## config.mk

```make
export PLATFORM = sky130hd
export DESIGN_NAME = iab_core
export DESIGN_NICKNAME = d
export VERILOG_FILES = /design/src/iab_pkg.sv /design/src/iab_line_if.sv /design/src/iab_cond_det.sv /design/src/iab_core.sv
export SDC_FILE = /design/constraint.sdc
export NUM_CORES = 1
export LEC_CHECK = 0
export BUFFER_PORTS_ARGS = -buffer_cell sky130_fd_sc_hd__clkbuf_2
export CAP_MARGIN = 20
export CORE_AREA = 2 2 77 97
export CTS_BUF_LIST = sky130_fd_sc_hd__clkbuf_8
export DETAILED_ROUTE_END_ITERATION = 10
export DIE_AREA = 0 0 79 99
export PLACE_DENSITY = 0.82
export SYNTH_ARGS = -nofsm -noshare
export SYNTH_HDL_FRONTEND = slang
export SYNTH_SLANG_ARGS = --single-unit
```

## constraint.sdc

```tcl
create_clock -name clk_sys_i -period 5 [get_ports clk_sys_i]
set_input_delay 0.5 -clock clk_sys_i [delete_from_list [all_inputs] [get_ports clk_sys_i]]
set_output_delay 0.5 -clock clk_sys_i [all_outputs]
set_load 0.03 [all_outputs]
```

## src/iab_pkg.sv

```systemverilog
package iab_pkg;

    // register byte addresses
    localparam logic [4:0] ADDR_CTRL = 5'h00;
    localparam logic [4:0] ADDR_CMD  = 5'h04;
    localparam logic [4:0] ADDR_STAT = 5'h08;
    localparam logic [4:0] ADDR_DATA = 5'h0C;
    localparam logic [4:0] ADDR_XCNT = 5'h10;

    // control register fields
    localparam int CTRL_IE   = 0;
    localparam int CTRL_XEN  = 1;
    localparam int CTRL_ACK_JUDGE_ENABLE = 3;
    localparam int CTRL_TRS  = 4;
    localparam int CTRL_MST  = 5;

    // command register fields
    localparam int CMD_SCP   = 0;
    localparam int CMD_IFACE_INTERRUPT_FLAG  = 1;
    localparam int CMD_BUS_BUSY_FLAG  = 2;

    // status register fields
    localparam int STAT_TRANSMIT_EMPTY_FLAG = 0;
    localparam int STAT_TRANSFER_REQUEST_FLAG = 1;
    localparam int STAT_RECEIVED_ACK_STATUS = 2;

    // reset values
    localparam logic [7:0] CTRL_RST = 8'h00;
    localparam logic [7:0] DATA_RST = 8'h00;
    localparam logic [7:0] XCNT_RST = 8'h00;

    // timing
    localparam int CLK_PERIOD_NS = 20;
    localparam int SCL_HALF_NS   = 5000;
    localparam int SCL_HALF_CYC  = (SCL_HALF_NS + CLK_PERIOD_NS - 1) / CLK_PERIOD_NS;

    // sequencer phases of start and stop
    localparam logic [1:0] PH_FIRST = 2'h0;
    localparam logic [1:0] PH_LAST  = 2'h2;

    typedef enum logic [2:0] {
        IAB_IDLE  = 3'h0,
        IAB_START = 3'h1,
        IAB_DLOW  = 3'h3,
        IAB_DHIGH = 3'h2,
        IAB_ALOW  = 3'h6,
        IAB_AHIGH = 3'h7,
        IAB_HOLD  = 3'h5,
        IAB_STOP  = 3'h4
    } iab_state_t;

endpackage

```

## src/iab_line_if.sv

```systemverilog
interface iab_line_if;
    logic scl_s;
    logic sda_s;
    logic start_p;
    logic stop_p;

    modport det (
        output scl_s,
        output sda_s,
        output start_p,
        output stop_p
    );

    modport core (
        input  scl_s,
        input  sda_s,
        input  start_p,
        input  stop_p
    );
endinterface

```

## src/iab_cond_det.sv

```systemverilog
module iab_cond_det (
    // clock and reset
    input  wire logic   clk_sys_i,
    input  wire logic   sys_rst_i,
    // bus lines
    input  wire logic   scl_i,
    input  wire logic   sda_i,
    // to core
    iab_line_if.det     line
);

    logic scl_m_q;
    logic scl_s_q;
    logic scl_p_q;
    logic sda_m_q;
    logic sda_s_q;
    logic sda_p_q;

    // idle bus is high, so the chain resets high and shows no condition
    always_ff @(posedge clk_sys_i or posedge sys_rst_i) begin
        if (sys_rst_i) begin
            scl_m_q <= 1'b1;
            scl_s_q <= 1'b1;
            scl_p_q <= 1'b1;
            sda_m_q <= 1'b1;
            sda_s_q <= 1'b1;
            sda_p_q <= 1'b1;
        end else begin
            scl_m_q <= scl_i;
            scl_s_q <= scl_m_q;
            scl_p_q <= scl_s_q;
            sda_m_q <= sda_i;
            sda_s_q <= sda_m_q;
            sda_p_q <= sda_s_q;
        end
    end

    assign line.scl_s   = scl_s_q;
    assign line.sda_s   = sda_s_q;
    assign line.start_p = scl_s_q & scl_p_q & sda_p_q & ~sda_s_q;
    assign line.stop_p  = scl_s_q & scl_p_q & ~sda_p_q & sda_s_q;

endmodule

```

## src/iab_core.sv

```systemverilog
// Functional notes
// - judgement off: received acknowledge ignored, transfer keeps going
// - judgement off: received-acknowledge status always reads 0
// - judgement on and acknowledge 1: continuous transfer stops
// - judgement off: byte end sets transmit-empty, interrupt and transfer-request flags
// - judgement on: ack 0 sets all three flags, ack 1 only interrupt flag
// - transfer-request flag at 1 requests the transfer controller
// - controller transfers clear the three flags, so no interrupt while streaming
// - ack 1 with judgement on: no controller request, interrupt if enabled
// - software reads bus-busy to see whether the bus is occupied
// - SDA falling while SCL high sets bus-busy
// - SDA rising while SCL high clears bus-busy
// - bus-busy writes ignored in slave mode
// - master: write busy 1 with control 0 issues repeated start, or a start from idle only with transmit mode set
// - judgement select is control bit 3, read/write, reset 0
//
// Design decisions made here: the register offsets and strobed register access.
module iab_core #(
    parameter int HALF_CYC = iab_pkg::SCL_HALF_CYC
) (
    // clock and reset
    input  wire logic       clk_sys_i,
    input  wire logic       sys_rst_i,
    // register port
    input  wire logic [4:0] reg_addr_i,
    input  wire logic [7:0] reg_wdata_i,
    input  wire logic       reg_wr_i,
    input  wire logic       reg_rd_i,
    output logic      [7:0] reg_rdata_o,
    // transfer controller
    output logic            xfer_req_o,
    input  wire logic       xfer_wr_i,
    input  wire logic [7:0] xfer_data_i,
    // interrupt
    output logic            irq_o,
    // bus pins, open drain
    input  wire logic       scl_i,
    output logic            scl_o,
    output logic            scl_oe_n_o,
    input  wire logic       sda_i,
    output logic            sda_o,
    output logic            sda_oe_n_o
);

    iab_line_if line ();
    iab_cond_det u_det (
        .clk_sys_i (clk_sys_i),
        .sys_rst_i (sys_rst_i),
        .scl_i     (scl_i),
        .sda_i     (sda_i),
        .line      (line)
    );

    iab_pkg::iab_state_t state_q;
    iab_pkg::iab_state_t state_d;
    logic [7:0]          ctrl_q;
    logic [7:0]          data_q;
    logic [7:0]          cnt_q;
    logic [7:0]          rdata_q;
    logic [7:0]          shift_q;
    logic [7:0]          shift_d;
    logic [2:0]          bit_q;
    logic [2:0]          bit_d;
    logic [1:0]          phase_q;
    logic [1:0]          phase_d;
    logic [15:0]         div_q;
    logic                transmit_empty_flag_q;
    logic                transfer_request_flag_q;
    logic                iface_interrupt_flag_q;
    logic                received_ack_status_q;
    logic                bus_busy_flag_q;
    logic                start_pend_q;
    logic                stop_pend_q;
    logic                scl_pull_q;
    logic                sda_pull_q;
    // register decode
    wire       wr_ctrl_w = reg_wr_i & (reg_addr_i == iab_pkg::ADDR_CTRL);
    wire       wr_cmd_w  = reg_wr_i & (reg_addr_i == iab_pkg::ADDR_CMD);
    wire       wr_stat_w = reg_wr_i & (reg_addr_i == iab_pkg::ADDR_STAT);
    wire       wr_data_w = reg_wr_i & (reg_addr_i == iab_pkg::ADDR_DATA);
    wire       wr_xcnt_w = reg_wr_i & (reg_addr_i == iab_pkg::ADDR_XCNT);
    wire       ack_judge_enable_w    = ctrl_q[iab_pkg::CTRL_ACK_JUDGE_ENABLE];
    wire       mst_w     = ctrl_q[iab_pkg::CTRL_MST];
    wire       trs_w     = ctrl_q[iab_pkg::CTRL_TRS];
    wire       xen_w     = ctrl_q[iab_pkg::CTRL_XEN];
    wire       ie_w      = ctrl_q[iab_pkg::CTRL_IE];
    wire       received_ack_status_rd_w = received_ack_status_q & ack_judge_enable_w;

    // commands only exist in master mode; slave writes to busy do nothing
    wire       cmd_ok_w    = wr_cmd_w & mst_w & ~reg_wdata_i[iab_pkg::CMD_SCP];
    wire       cmd_start_w = cmd_ok_w & reg_wdata_i[iab_pkg::CMD_BUS_BUSY_FLAG];
    wire       cmd_stop_w  = cmd_ok_w & ~reg_wdata_i[iab_pkg::CMD_BUS_BUSY_FLAG];

    wire [7:0] rd_ctrl_w = ctrl_q;
    wire [7:0] rd_cmd_w  = {5'h00, bus_busy_flag_q, iface_interrupt_flag_q, 1'b1};
    wire [7:0] rd_stat_w = {5'h00, received_ack_status_rd_w, transfer_request_flag_q, transmit_empty_flag_q};
    wire [7:0] rd_mux_w  = (reg_addr_i == iab_pkg::ADDR_CTRL) ? rd_ctrl_w :
                           (reg_addr_i == iab_pkg::ADDR_CMD)  ? rd_cmd_w  :
                           (reg_addr_i == iab_pkg::ADDR_STAT) ? rd_stat_w :
                           (reg_addr_i == iab_pkg::ADDR_DATA) ? data_q    :
                           (reg_addr_i == iab_pkg::ADDR_XCNT) ? cnt_q     : 8'h00;

    // sequencer timing and events
    wire       run_w        = (state_q != iab_pkg::IAB_IDLE) & (state_q != iab_pkg::IAB_HOLD);
    wire       tick_w       = (div_q == 16'(HALF_CYC - 1));
    wire       start_done_w = (state_q == iab_pkg::IAB_START) & tick_w
                              & (phase_q == iab_pkg::PH_LAST);
    wire       byte_done_w  = (state_q == iab_pkg::IAB_AHIGH) & tick_w;
    wire       nack_w       = line.sda_s;
    wire       good_w       = byte_done_w & (~ack_judge_enable_w | ~nack_w);
    wire       set_flags_w  = start_done_w | good_w;
    wire       set_iface_interrupt_flag_w   = start_done_w | byte_done_w;
    wire       ack_stop_w   = ack_judge_enable_w & received_ack_status_q;
    wire       cnt_nz_w     = (cnt_q != 8'h00);
    wire       start_take_w = start_pend_q & ~stop_pend_q
                              & (((state_q == iab_pkg::IAB_IDLE) & trs_w)
                              | (state_q == iab_pkg::IAB_HOLD));
    wire       stop_take_w  = stop_pend_q & ((state_q == iab_pkg::IAB_IDLE)
                              | (state_q == iab_pkg::IAB_HOLD));
    // flag updates; a set in the same cycle as a clear wins
    wire clr_transmit_empty_flag_w = wr_data_w | xfer_wr_i;
    wire clr_transfer_request_flag_w = wr_data_w | xfer_wr_i | (wr_stat_w & ~reg_wdata_i[iab_pkg::STAT_TRANSFER_REQUEST_FLAG]);
    wire clr_iface_interrupt_flag_w = xfer_wr_i | (wr_cmd_w & ~reg_wdata_i[iab_pkg::CMD_IFACE_INTERRUPT_FLAG]);
    wire transmit_empty_flag_d     = set_flags_w | (transmit_empty_flag_q & ~clr_transmit_empty_flag_w);
    wire transfer_request_flag_d     = set_flags_w | (transfer_request_flag_q & ~clr_transfer_request_flag_w);
    wire iface_interrupt_flag_d     = set_iface_interrupt_flag_w | (iface_interrupt_flag_q & ~clr_iface_interrupt_flag_w);
    wire received_ack_status_d     = byte_done_w ? (ack_judge_enable_w & nack_w) : (received_ack_status_q & ~cmd_start_w);
    wire bus_busy_flag_d     = line.start_p | (bus_busy_flag_q & ~line.stop_p);
    wire spend_d    = mst_w & (cmd_start_w | (start_pend_q & ~start_take_w));
    wire ppend_d    = mst_w & (cmd_stop_w | (stop_pend_q & ~stop_take_w));
    wire [7:0] cnt_d  = wr_xcnt_w ? reg_wdata_i :
                        (xfer_wr_i & cnt_nz_w) ? (cnt_q - 8'h01) : cnt_q;
    wire [7:0] data_d = xfer_wr_i ? xfer_data_i : (wr_data_w ? reg_wdata_i : data_q);
    wire [15:0] div_d = (~run_w | tick_w) ? 16'h0000 : (div_q + 16'h0001);

    // open-drain pulls; data moves as SCL falls, so synced sensing sees no condition
    wire in_start_w = (state_q == iab_pkg::IAB_START);
    wire in_stop_w  = (state_q == iab_pkg::IAB_STOP);
    wire in_data_w  = (state_q == iab_pkg::IAB_DLOW) | (state_q == iab_pkg::IAB_DHIGH);
    wire scl_pull_d = (state_q == iab_pkg::IAB_DLOW) | (state_q == iab_pkg::IAB_ALOW)
                      | (state_q == iab_pkg::IAB_HOLD)
                      | ((in_start_w | in_stop_w) & (phase_q == iab_pkg::PH_FIRST));
    wire sda_pull_d = (in_data_w & ~shift_q[7])
                      | (in_start_w & (phase_q == iab_pkg::PH_LAST))
                      | (in_stop_w & (phase_q != iab_pkg::PH_LAST));

    always_comb begin
        state_d = state_q;
        phase_d = phase_q;
        bit_d   = bit_q;
        shift_d = shift_q;
        case (state_q)
            iab_pkg::IAB_IDLE: begin
                if (start_take_w) begin
                    state_d = iab_pkg::IAB_START;
                    phase_d = iab_pkg::PH_FIRST;
                end
            end
            iab_pkg::IAB_START: begin
                if (tick_w) begin
                    if (phase_q == iab_pkg::PH_LAST) begin
                        state_d = iab_pkg::IAB_HOLD;
                    end else begin
                        phase_d = phase_q + 2'h1;
                    end
                end
            end
            iab_pkg::IAB_HOLD: begin
                if (stop_pend_q) begin
                    state_d = iab_pkg::IAB_STOP;
                    phase_d = iab_pkg::PH_FIRST;
                end else if (start_pend_q) begin
                    state_d = iab_pkg::IAB_START;
                    phase_d = iab_pkg::PH_FIRST;
                end else if (~transmit_empty_flag_q & ~ack_stop_w) begin
                    state_d = iab_pkg::IAB_DLOW;
                    shift_d = data_q;
                    bit_d   = 3'h7;
                end
            end
            iab_pkg::IAB_DLOW: begin
                if (tick_w) begin
                    state_d = iab_pkg::IAB_DHIGH;
                end
            end
            iab_pkg::IAB_DHIGH: begin
                if (tick_w) begin
                    if (bit_q == 3'h0) begin
                        state_d = iab_pkg::IAB_ALOW;
                    end else begin
                        state_d = iab_pkg::IAB_DLOW;
                        shift_d = {shift_q[6:0], 1'b0};
                        bit_d   = bit_q - 3'h1;
                    end
                end
            end
            iab_pkg::IAB_ALOW: begin
                if (tick_w) begin
                    state_d = iab_pkg::IAB_AHIGH;
                end
            end
            iab_pkg::IAB_AHIGH: begin
                if (tick_w) begin
                    state_d = iab_pkg::IAB_HOLD;
                end
            end
            iab_pkg::IAB_STOP: begin
                if (tick_w) begin
                    if (phase_q == iab_pkg::PH_LAST) begin
                        state_d = iab_pkg::IAB_IDLE;
                    end else begin
                        phase_d = phase_q + 2'h1;
                    end
                end
            end
            default: begin
                state_d = iab_pkg::IAB_IDLE;
            end
        endcase
    end

    always_ff @(posedge clk_sys_i or posedge sys_rst_i) begin
        if (sys_rst_i) begin
            state_q <= iab_pkg::IAB_IDLE;
            phase_q <= iab_pkg::PH_FIRST;
            bit_q   <= 3'h0;
            shift_q <= 8'h00;
            div_q   <= 16'h0000;
        end else begin
            state_q <= state_d;
            phase_q <= phase_d;
            bit_q   <= bit_d;
            shift_q <= shift_d;
            div_q   <= div_d;
        end
    end

    always_ff @(posedge clk_sys_i or posedge sys_rst_i) begin
        if (sys_rst_i) begin
            ctrl_q <= iab_pkg::CTRL_RST;
            data_q <= iab_pkg::DATA_RST;
            cnt_q  <= iab_pkg::XCNT_RST;
        end else begin
            ctrl_q <= wr_ctrl_w ? reg_wdata_i : ctrl_q;
            data_q <= data_d;
            cnt_q  <= cnt_d;
        end
    end

    always_ff @(posedge clk_sys_i or posedge sys_rst_i) begin
        if (sys_rst_i) begin
            transmit_empty_flag_q       <= 1'b0;
            transfer_request_flag_q       <= 1'b0;
            iface_interrupt_flag_q       <= 1'b0;
            received_ack_status_q       <= 1'b0;
            bus_busy_flag_q       <= 1'b0;
            start_pend_q <= 1'b0;
            stop_pend_q  <= 1'b0;
        end else begin
            transmit_empty_flag_q       <= transmit_empty_flag_d;
            transfer_request_flag_q       <= transfer_request_flag_d;
            iface_interrupt_flag_q       <= iface_interrupt_flag_d;
            received_ack_status_q       <= received_ack_status_d;
            bus_busy_flag_q       <= bus_busy_flag_d;
            start_pend_q <= spend_d;
            stop_pend_q  <= ppend_d;
        end
    end

    always_ff @(posedge clk_sys_i or posedge sys_rst_i) begin
        if (sys_rst_i) begin
            scl_pull_q <= 1'b0;
            sda_pull_q <= 1'b0;
            rdata_q    <= 8'h00;
        end else begin
            scl_pull_q <= scl_pull_d;
            sda_pull_q <= sda_pull_d;
            rdata_q    <= reg_rd_i ? rd_mux_w : 8'h00;
        end
    end

    // the controller is idle once its count runs out, so the last byte interrupts
    assign xfer_req_o  = transfer_request_flag_q & xen_w & cnt_nz_w;
    assign irq_o       = iface_interrupt_flag_q & ie_w & ~xfer_req_o;
    assign reg_rdata_o = rdata_q;
    assign scl_o       = 1'b0;
    assign sda_o       = 1'b0;
    assign scl_oe_n_o  = ~scl_pull_q;
    assign sda_oe_n_o  = ~sda_pull_q;

    received_ack_status_zero_a: assert property (@(posedge clk_sys_i) disable iff (sys_rst_i)
        reg_rd_i && reg_addr_i == iab_pkg::ADDR_STAT && !ack_judge_enable_w
        |=> !reg_rdata_o[iab_pkg::STAT_RECEIVED_ACK_STATUS])
        else $error("ack status visible with judgement off");
    nack_halt_a: assert property (@(posedge clk_sys_i) disable iff (sys_rst_i)
        state_q == iab_pkg::IAB_HOLD && ack_stop_w && !start_pend_q && !stop_pend_q
        |=> state_q == iab_pkg::IAB_HOLD)
        else $error("transfer continued after refused byte");
    flags_off_a: assert property (@(posedge clk_sys_i) disable iff (sys_rst_i)
        byte_done_w && !ack_judge_enable_w |=> transmit_empty_flag_q && transfer_request_flag_q && iface_interrupt_flag_q)
        else $error("flags missing after byte with judgement off");
    nack_flags_a: assert property (@(posedge clk_sys_i) disable iff (sys_rst_i)
        byte_done_w && ack_judge_enable_w && nack_w && !transmit_empty_flag_q && !transfer_request_flag_q
        |=> iface_interrupt_flag_q && received_ack_status_q && !transmit_empty_flag_q && !transfer_request_flag_q)
        else $error("wrong flags after refused byte");
    xfer_req_a: assert property (@(posedge clk_sys_i) disable iff (sys_rst_i)
        set_flags_w && xen_w && cnt_nz_w && !xfer_wr_i && !wr_xcnt_w && !wr_ctrl_w |=> xfer_req_o)
        else $error("controller not requested");
    xfer_clear_a: assert property (@(posedge clk_sys_i) disable iff (sys_rst_i)
        xfer_wr_i && !set_flags_w && !set_iface_interrupt_flag_w |=> !transmit_empty_flag_q && !transfer_request_flag_q && !iface_interrupt_flag_q)
        else $error("controller write did not clear flags");
    nack_noreq_a: assert property (@(posedge clk_sys_i) disable iff (sys_rst_i)
        byte_done_w && ack_judge_enable_w && nack_w && !transfer_request_flag_q && !xfer_wr_i
        |=> !xfer_req_o && (irq_o == ie_w))
        else $error("refused byte handled wrongly");
    busy_read_a: assert property (@(posedge clk_sys_i) disable iff (sys_rst_i)
        reg_rd_i && reg_addr_i == iab_pkg::ADDR_CMD
        |=> reg_rdata_o[iab_pkg::CMD_BUS_BUSY_FLAG] == $past(bus_busy_flag_q))
        else $error("bus busy read mismatch");
    start_busy_a: assert property (@(posedge clk_sys_i) disable iff (sys_rst_i)
        line.start_p |=> bus_busy_flag_q)
        else $error("start did not set busy");
    stop_free_a: assert property (@(posedge clk_sys_i) disable iff (sys_rst_i)
        line.stop_p |=> !bus_busy_flag_q)
        else $error("stop did not clear busy");
    slave_cmd_a: assert property (@(posedge clk_sys_i) disable iff (sys_rst_i)
        wr_cmd_w && !mst_w |=> !start_pend_q && !stop_pend_q)
        else $error("command taken in slave mode");
    start_issue_a: assert property (@(posedge clk_sys_i) disable iff (sys_rst_i)
        state_q == iab_pkg::IAB_IDLE && start_take_w
        |-> ##[1:800] (!sda_oe_n_o && scl_oe_n_o))
        else $error("start condition not driven");
    stop_issue_a: assert property (@(posedge clk_sys_i) disable iff (sys_rst_i)
        state_q == iab_pkg::IAB_HOLD && stop_pend_q |=> state_q == iab_pkg::IAB_STOP)
        else $error("stop not started");

endmodule

```

# Word level (Yosys, flattened, before mapping)
# Index checks and enable logic that the tools add are counted.
# word_totals
word_cells	207
output_inout_bits	14
input_bits	28
regBits	79
# op_classes
n_bitwise	89
eq_ne	32
addsub	4
n_reduce_logical	14
muxes	44
# op_table
operator	count
two-way mux 8 bit	15
two-way mux 3 bit	18
bitwise AND 1 bit	46
inequality test 2 bit, second input constant	12
one-hot mux 3 bit (8 select lines)	1
OR 1 bit	22
NOT 1 bit	21
adder 16 x 1 -> 16 bit, second input constant	1
equality test 16 x 8 -> 1 bit, second input constant	1
two-way mux 16 bit	1
one-hot mux 8 bit (2 select lines)	1
equality test 3 bit, second input constant	4
equality test 5 x 4 -> 1 bit, second input constant	2
two-way mux 2 bit	5
AND reduction 10 bit	1
inequality test 2 x 1 -> 1 bit, second input constant	4
nonzero test 8 bit	1
subtractor 8 x 1 -> 8 bit, second input constant	1
equality test 3 x 2 -> 1 bit, second input constant	2
zero test 3 bit	2
inequality test 3 bit, second input constant	2
one-hot mux 2 bit (3 select lines)	1
one-hot mux 3 bit (2 select lines)	1
AND reduction 6 bit	1
14 further kinds	17

# Depth between registers and ports, before layout
# Gate-level depths: netlist of run 1.
# logic_depth
depth_word	8
depth_mapped	7
ltp_nobuf	6

# Modules after synthesis
# From an unflattened synthesis of run 1, not the netlist that was laid out.
# hier_totals
hier_cells	403
hier_area_um2	3960.0
# by_module_without_submodules
mod	seq_area_each_um2	n_inst	cells_each	area_each_um2
iab_core	1826.8	1	394	3778.6
iab_cond_det	157.7	1	9	181.4

# Worst setup path after synthesis of run 1
# No wires, ideal clock.
# synth_path
path_type	reg-to-output
startpoint	register cnt_q[0]
endpoint	output port irq_o
n_path_buf	0
setup_slack_ps	2603
stages_incl_launch_ff	7
arrival_time_ps	1897
required_ps	4500
path_cell_list	dfrtp_1 -> inv_1 -> ha_1 -> nor2b_1 -> nand3_1 -> and3_1 -> nor2_1
# synth_via
elab_chain_cells	4
# synth_rtl
element	line_no	text
start: declaration	iab_core.sv:58	logic [7:0] cnt_q;
start signal: assignment	iab_core.sv:242	cnt_q <= iab_pkg::XCNT_RST;
start signal: assignment	iab_core.sv:246	cnt_q <= cnt_d;
nonzero test 8 bit	iab_core.sv:114	wire cnt_nz_w = (cnt_q != 8'h00);
bitwise AND 1 bit	iab_core.sv:283	assign xfer_req_o = transfer_request_flag_q & xen_w & cnt_nz_w;
via xfer_req_o	iab_core.sv:31	output logic xfer_req_o,
NOT 1 bit	iab_core.sv:284	assign irq_o = iface_interrupt_flag_q & ie_w & ~xfer_req_o;
bitwise AND 1 bit	iab_core.sv:284	
end: declaration	iab_core.sv:35	output logic irq_o,
# The timed path passes the listed nets, and every way through them passes these cells.

# Worst setup path in the final report of run 1
# layout_path
startpoint	register cnt_q[6]
endpoint	output port irq_o
# layout_via
elab_chain_cells	4
# layout_rtl
element	line_no
nonzero test 8 bit	iab_core.sv:114
bitwise AND 1 bit	iab_core.sv:283
NOT 1 bit	iab_core.sv:284
bitwise AND 1 bit	iab_core.sv:284
# No other way between the ends.

==> results.cfg, run 1 <==
[placement]
gp_congestion = 0.8715
pre_cts_slack_ns = 2.585
dp_cells = 517
dp_hpwl_um = 6595
io_buffers = 39

[worst_setup_path]
crit_start = cnt_q[6]
r2r-end = shift_q[7]
crit_fanout = 6
crit_arrival_ns = 2.27
r2r-start = div_q[1]
r2r_cells = 6
critPathKind = flop to output pin
required_ns = 4.50
end_kind = output pin
start_kind = flop
rrSetupSlack_ns = 2.75
crit_end = irq_o

[synth]
synth_warnings = 0
synth_edf_count = 0
ys_types = 63
synth_ff_type = dfrtp_1
post_synth_main_area_contributors = dfrtp_1 (44%), mux2_2 (6.2%), dfstp_2 (3.8%)
synth-seq-cells = 79
synth_top_area_cell = dfrtp_1
yosysSeqAreaShare = 0.4749
avgSynthCellArea_um2 = 10.32
synth.top_cell.area_share = 0.4371
synth_cells = 405
async_reset_ff_frac = 1.000
syn_area_um2 = 4179

[clock_network]
ctsHoldBuffers = 0
clk_pin_slew_ns = 0.09
clock_latency_ns = 0.36
postCtsSetupRepairBufs = 0
cts-root-buf = clkbuf_8
htreeDepth = 3
cts_tree = built
numCtsBuffers = 9
cts_buffer_depth = 2
cts_resized = 0
numClockSinks = 79

[sta]
hold_viol_final = 0
grt_setup_unrepaired = no
fin_tns_setup_ns = 0
holdWs_ns = 0.1323
relSlewSlack = 0.4108
fin_ws_ns = 2.232
fin_skew_ns = 0.01218
tightestPinTransition_ns = 0.8757
min_period_over_period = 0.5536
period_minus_slack_ns = 2.768
finalMaxSlewViolations = 0
setup_viol = 0
clock.fmax_ghz = 0.3613

[routing]
drt_wl_total_um = 9108
ant_nets = 0
drt-pass1-iter-count = 5
drc = 0
drtIter0Drc = 216
wl_per_cell_um = 17.06
vias = 3261
viasPerCell = 6.107

[grt]
grt_max_degree = 51
grt_usage = 0.2481
antenna_found_initial = 0
grt-ovfl-total = 0
grt_first_pass_wirelength_um = 15120
grt_pass1_vias = 3265

[die]
die-area_um2 = 7821
initial_core_util = 0.6064
fp.dieW_um = 79
ios = 42
dieHeight_um = 99
core-area_um2 = 6892
placementRows = 34

[power_and_ir_drop]
ir_worst_vdd_uv = 308.5
leakagePower_nw = 2.078
power_density_nw_per_um2 = 432.8

[run]
drv_cap = 0

[finish]
final_common_cell = dfrtp_1
insertedDiodeCount = 0
area.growth.synth_to_final_pct = 10.15
final_cell_mix = dfrtp_1 (73), clkbuf_2 (39), nor2_1 (30)
final-instance-count-excl-fill = 534
drive_above_1_share = 0.2320
nNetsFinal = 474

[min_path]
hold_path.class = input port to asynchronous set/reset pin

[outcome]
status = finished, final reports clean
-- layout make-up --
cell class                      count  area (um2)
Clock inverter                      6       52.55
Inverter                           14       53.80
Tap cell                           90       112.6
Multi-Input combinational cell    294        2052
Timing Repair Buffer               41       210.2
Fill cell                         544        2288
Sequential cell                    79        1984
Clock buffer                       10       137.6
-- per-stage QoR --
| step | power [W] | cell area [um2] | util |
|---|---|---|---|
| finish | 0.001992 | 4603 | 0.6679 |
| global route | 0.002122 | 4603 | 0.6679 |
| CTS | 0.001993 | 4596 | 0.6668 |
| detailed placement | 0.001542 | 4405 | 0.6393 |
| global placement | 0.001510 | 4405 | 0.6393 |
| floorplan | 0.001401 | 4183 | - |
-- sequential cells by signal, indices dropped and copies added, names as in the netlist, 2 cells and up --
name	count
data_q	8
shift_q	8
state_q	3
cnt_q	8
reg_rdata_o	8
div_q	16
bit_q	3
ctrl_q	8
phase_q	2
-- cells by family after synthesis --
kind of cell	synth area share
mux	0.09790
compound gates	0.1326
xor+xnor	0.03144
fa+ha+maj	0.02096
flops	0.4748
other cells	0.0008973
buf+inv	0.03503
simple gates	0.2063
-- cell usage after synthesis, types with 3 or more instances --
| cell | number |
|---|---|
| dfrtp_1 | 73 |
| nor2_1 | 30 |
| o31ai_1 | 5 |
| a21oi_1 | 21 |
| nor4b_1 | 4 |
| or3_1 | 5 |
| inv_1 | 14 |
| nand2_1 | 28 |
| xor2_1 | 11 |
| or4_1 | 5 |
| and4_1 | 3 |
| o22ai_1 | 3 |
| o21ai_0 | 22 |
| ha_1 | 7 |
| nor3_1 | 6 |
| nand2b_1 | 3 |
| and2_1 | 5 |
| xnor2_1 | 4 |
| nor2b_1 | 10 |
| clkbuf_1 | 8 |
| buf_2 | 5 |
| nand3_1 | 20 |
| a222oi_1 | 5 |
| nand4_1 | 6 |
| and3_1 | 3 |
| o211ai_1 | 6 |
| dfstp_2 | 6 |
| nor4_1 | 4 |
| nor3b_1 | 3 |
| a31oi_1 | 3 |
| mux2_2 | 23 |
| buf_4 | 4 |
| mux2i_1 | 15 |
-- worst max-delay path, cell delays in order (launching register included) --
cell	delay [ns]
dfrtp_1	0.42
nor3_1	0.62
nand3_1	0.26
and3_1	0.28
nor2_1	0.11
clkbuf_2	0.21
-- worst min path at each step --
stage	start	to	slack (ns)	cells past startpoint
floorplan	u_det.scl_m_q	u_det.line.scl_s	0.35	0
global placement	u_det.scl_m_q	u_det.line.scl_s	0.35	0
detailed placement	u_det.scl_m_q	u_det.line.scl_s	0.35	0
CTS	sys_rst_i	bus_busy_flag_q	0.15	2
global route	sys_rst_i	reg_rdata_o[1]	0.17	2
finish	sys_rst_i	ctrl_q[1]	0.13	2
-- power by group --
part           total, W  switching, W  internal [W]
registers      0.000961      0.000183      0.000777
clock network  0.000453      0.000253      0.000200
logic          0.000578      0.000314      0.000264
-- layer usage --
metal,GRT usage,wire [um]
met2,0.4283,4760
met1,0.2929,3558
met5,0,0
met4,0.1180,271
met3,0.05128,518
Power figures use the tool's default switching activity.
==> inputs of run 2 (changes only) <==
- CORE_AREA: 2 2 77 97 -> 2 2 78 98
- DIE_AREA: 0 0 79 99 -> 0 0 80 100
- PLACE_DENSITY: 0.82 -> 0.8
- clock period: 5 -> 2.6 ns (I/O delays scaled with it)
==> run 2 against run 1 <==
Compared with the run above:
- register-to-register slack got worse by 2.3 ns
- cell count increased by 1.9%
- clock power increased by 93%
- total power increased by 95%
- flip-flop and latch count unchanged
- critical path depth increased by 2
- combinational power increased by 110%
- sequential share of layout area decreased by 0.82 points
- core utilization decreased by 1.5 points
- design area increased by 1.9%
- largest power group unchanged
==> results.cfg, run 2 (synthesis results as in run 1) <==
[grt]
grt_usage = 0.2508
grt_max_degree = 56
use_met2 = 0.4372
global_route.usage.met3 = 0.03147
busiest_layer = met2
grt_util_met1 = 0.3029
grt_first_pass_wirelength_um = 15610
antenna_found_initial = 0
grt-ovfl-total = 0
grt_pass1_vias = 3283

[routing]
vias = 3343
drc = 0
drt_wl_total_um = 9430
ant_nets = 0
viasPerCell = 6.145
drtIter0Drc = 269
drt-pass1-iter-count = 5
wl_per_cell_um = 17.33

[finish]
final_cell_mix = dfrtp_1 (73), clkbuf_2 (39), nor2_1 (30)
final_area_um2 = 4692
fill_cells = 568
regMostFlops = div_q
multi_input_area_um2 = 2059
largest_reg_flops = 16
insertedDiodeCount = 0
drive_above_1_share = 0.2434
final_common_cell = dfrtp_1
seqCellArea_um2 = 1984
area.growth.synth_to_final_pct = 12.28
nNetsFinal = 482

[worst_setup_path]
crit_arrival_ns = 2.15
rrSetupSlack_ns = 0.43
end_kind = output pin
required_ns = 2.34
r2r_cells = 6
critPathKind = flop to output pin
crit_fanout = 6
start_kind = flop

[placement]
gp_congestion = 0.8673
io_buffers = 39
dpl_cell_area_um2 = 4464
dp_hpwl_um = 6871
pre_cts_slack_ns = 0.4403

[sta]
setup_viol = 0
grt_setup_unrepaired = no
fin_ws_ns = 0.1947
fin_tns_setup_ns = 0
fin_skew_ns = 0.008942
hold_viol_final = 0
tightestPinTransition_ns = 0.6701
clock.fmax_ghz = 0.4157
holdWs_ns = 0.1062
finalMaxSlewViolations = 0
min_period_over_period = 0.9251
period_minus_slack_ns = 2.405
relSlewSlack = 0.5470

[clock_network]
clk_pin_slew_ns = 0.09
postCtsSetupRepairBufs = 0
clock_latency_ns = 0.36
htreeDepth = 3
numClockSinks = 79
cts_tree = built
cts_buffer_depth = 2
numCtsBuffers = 9
cts-root-buf = clkbuf_8

[die]
die-area_um2 = 8000
fp.dieW_um = 80
core-area_um2 = 7182
placementRows = 35
initial_core_util = 0.5819
ios = 42
dieHeight_um = 100

[outcome]
status = finished, final reports clean

[min_path]
hold_path.class = input port to flop
hold_depth = 3

[power_and_ir_drop]
power_density_nw_per_um2 = 829.5
ir_worst_vdd_uv = 527.9
leakagePower_nw = 2.120

[run]
drv_cap = 0
run 2: metrics by stage:
| step | util | std cells | total power, W |
|---|---|---|---|
| global placement | 0.6216 | 525 | 0.002951 |
| CTS | 0.6523 | 544 | 0.003892 |
| detailed placement | 0.6216 | 525 | 0.003014 |
| floorplan | - | 406 | 0.002695 |
| finish | 0.6533 | 544 | 0.003892 |
| global route | 0.6533 | 544 | 0.004132 |
run 2: path summary, 6_finish.rpt:
kind / startpoint / to
min in group asynchronous: sys_rst_i / scl_pull_q
min reg2reg: u_det.sda_m_q / u_det.line.sda_s
max: cnt_q[0] / irq_o
max in group asynchronous: sys_rst_i / u_det.scl_p_q
max reg2reg: div_q[1] / shift_q[7]
min: xfer_data_i[6] / data_q[6]
run 2: layout make-up:
type,count,share of cell area
clock buffers,10,0.02933
clock inverters,6,0.01120
inverters,14,0.01120
multi-input cells,294,0.4389
flip-flops and latches,79,0.4229
well taps,92,0.02453
repair buffers,49,0.06187
run 2: critical path: stages (launching register included):
cell and delay, ns:
dfrtp_1 0.44, inv_1 0.08, ha_1 0.18, nor2b_2 0.32
nand3_1 0.20, and3_1 0.26, nor2_1 0.10, clkbuf_2 0.21
run 2: routing by layer:
metal  part of all wire  wire length [um]
met5                  0                 0
met3              0.039               367
met2               0.52              4931
met4              0.032               302
met1               0.41              3829
run 2: timing repair:
item / in CTS / in global routing
gates resized for setup: 0 / 2
hold endpoints to repair: 25 / 0
hold buffers: 3 / 0
setup endpoints to repair: 0 / 1
run 2: where the power goes:
part	switching [W]	total [W]	internal (W)
clock network	0.000487	0.000873	0.000386
logic	0.000645	0.00119	0.000547
registers	0.000332	0.00183	0.00150
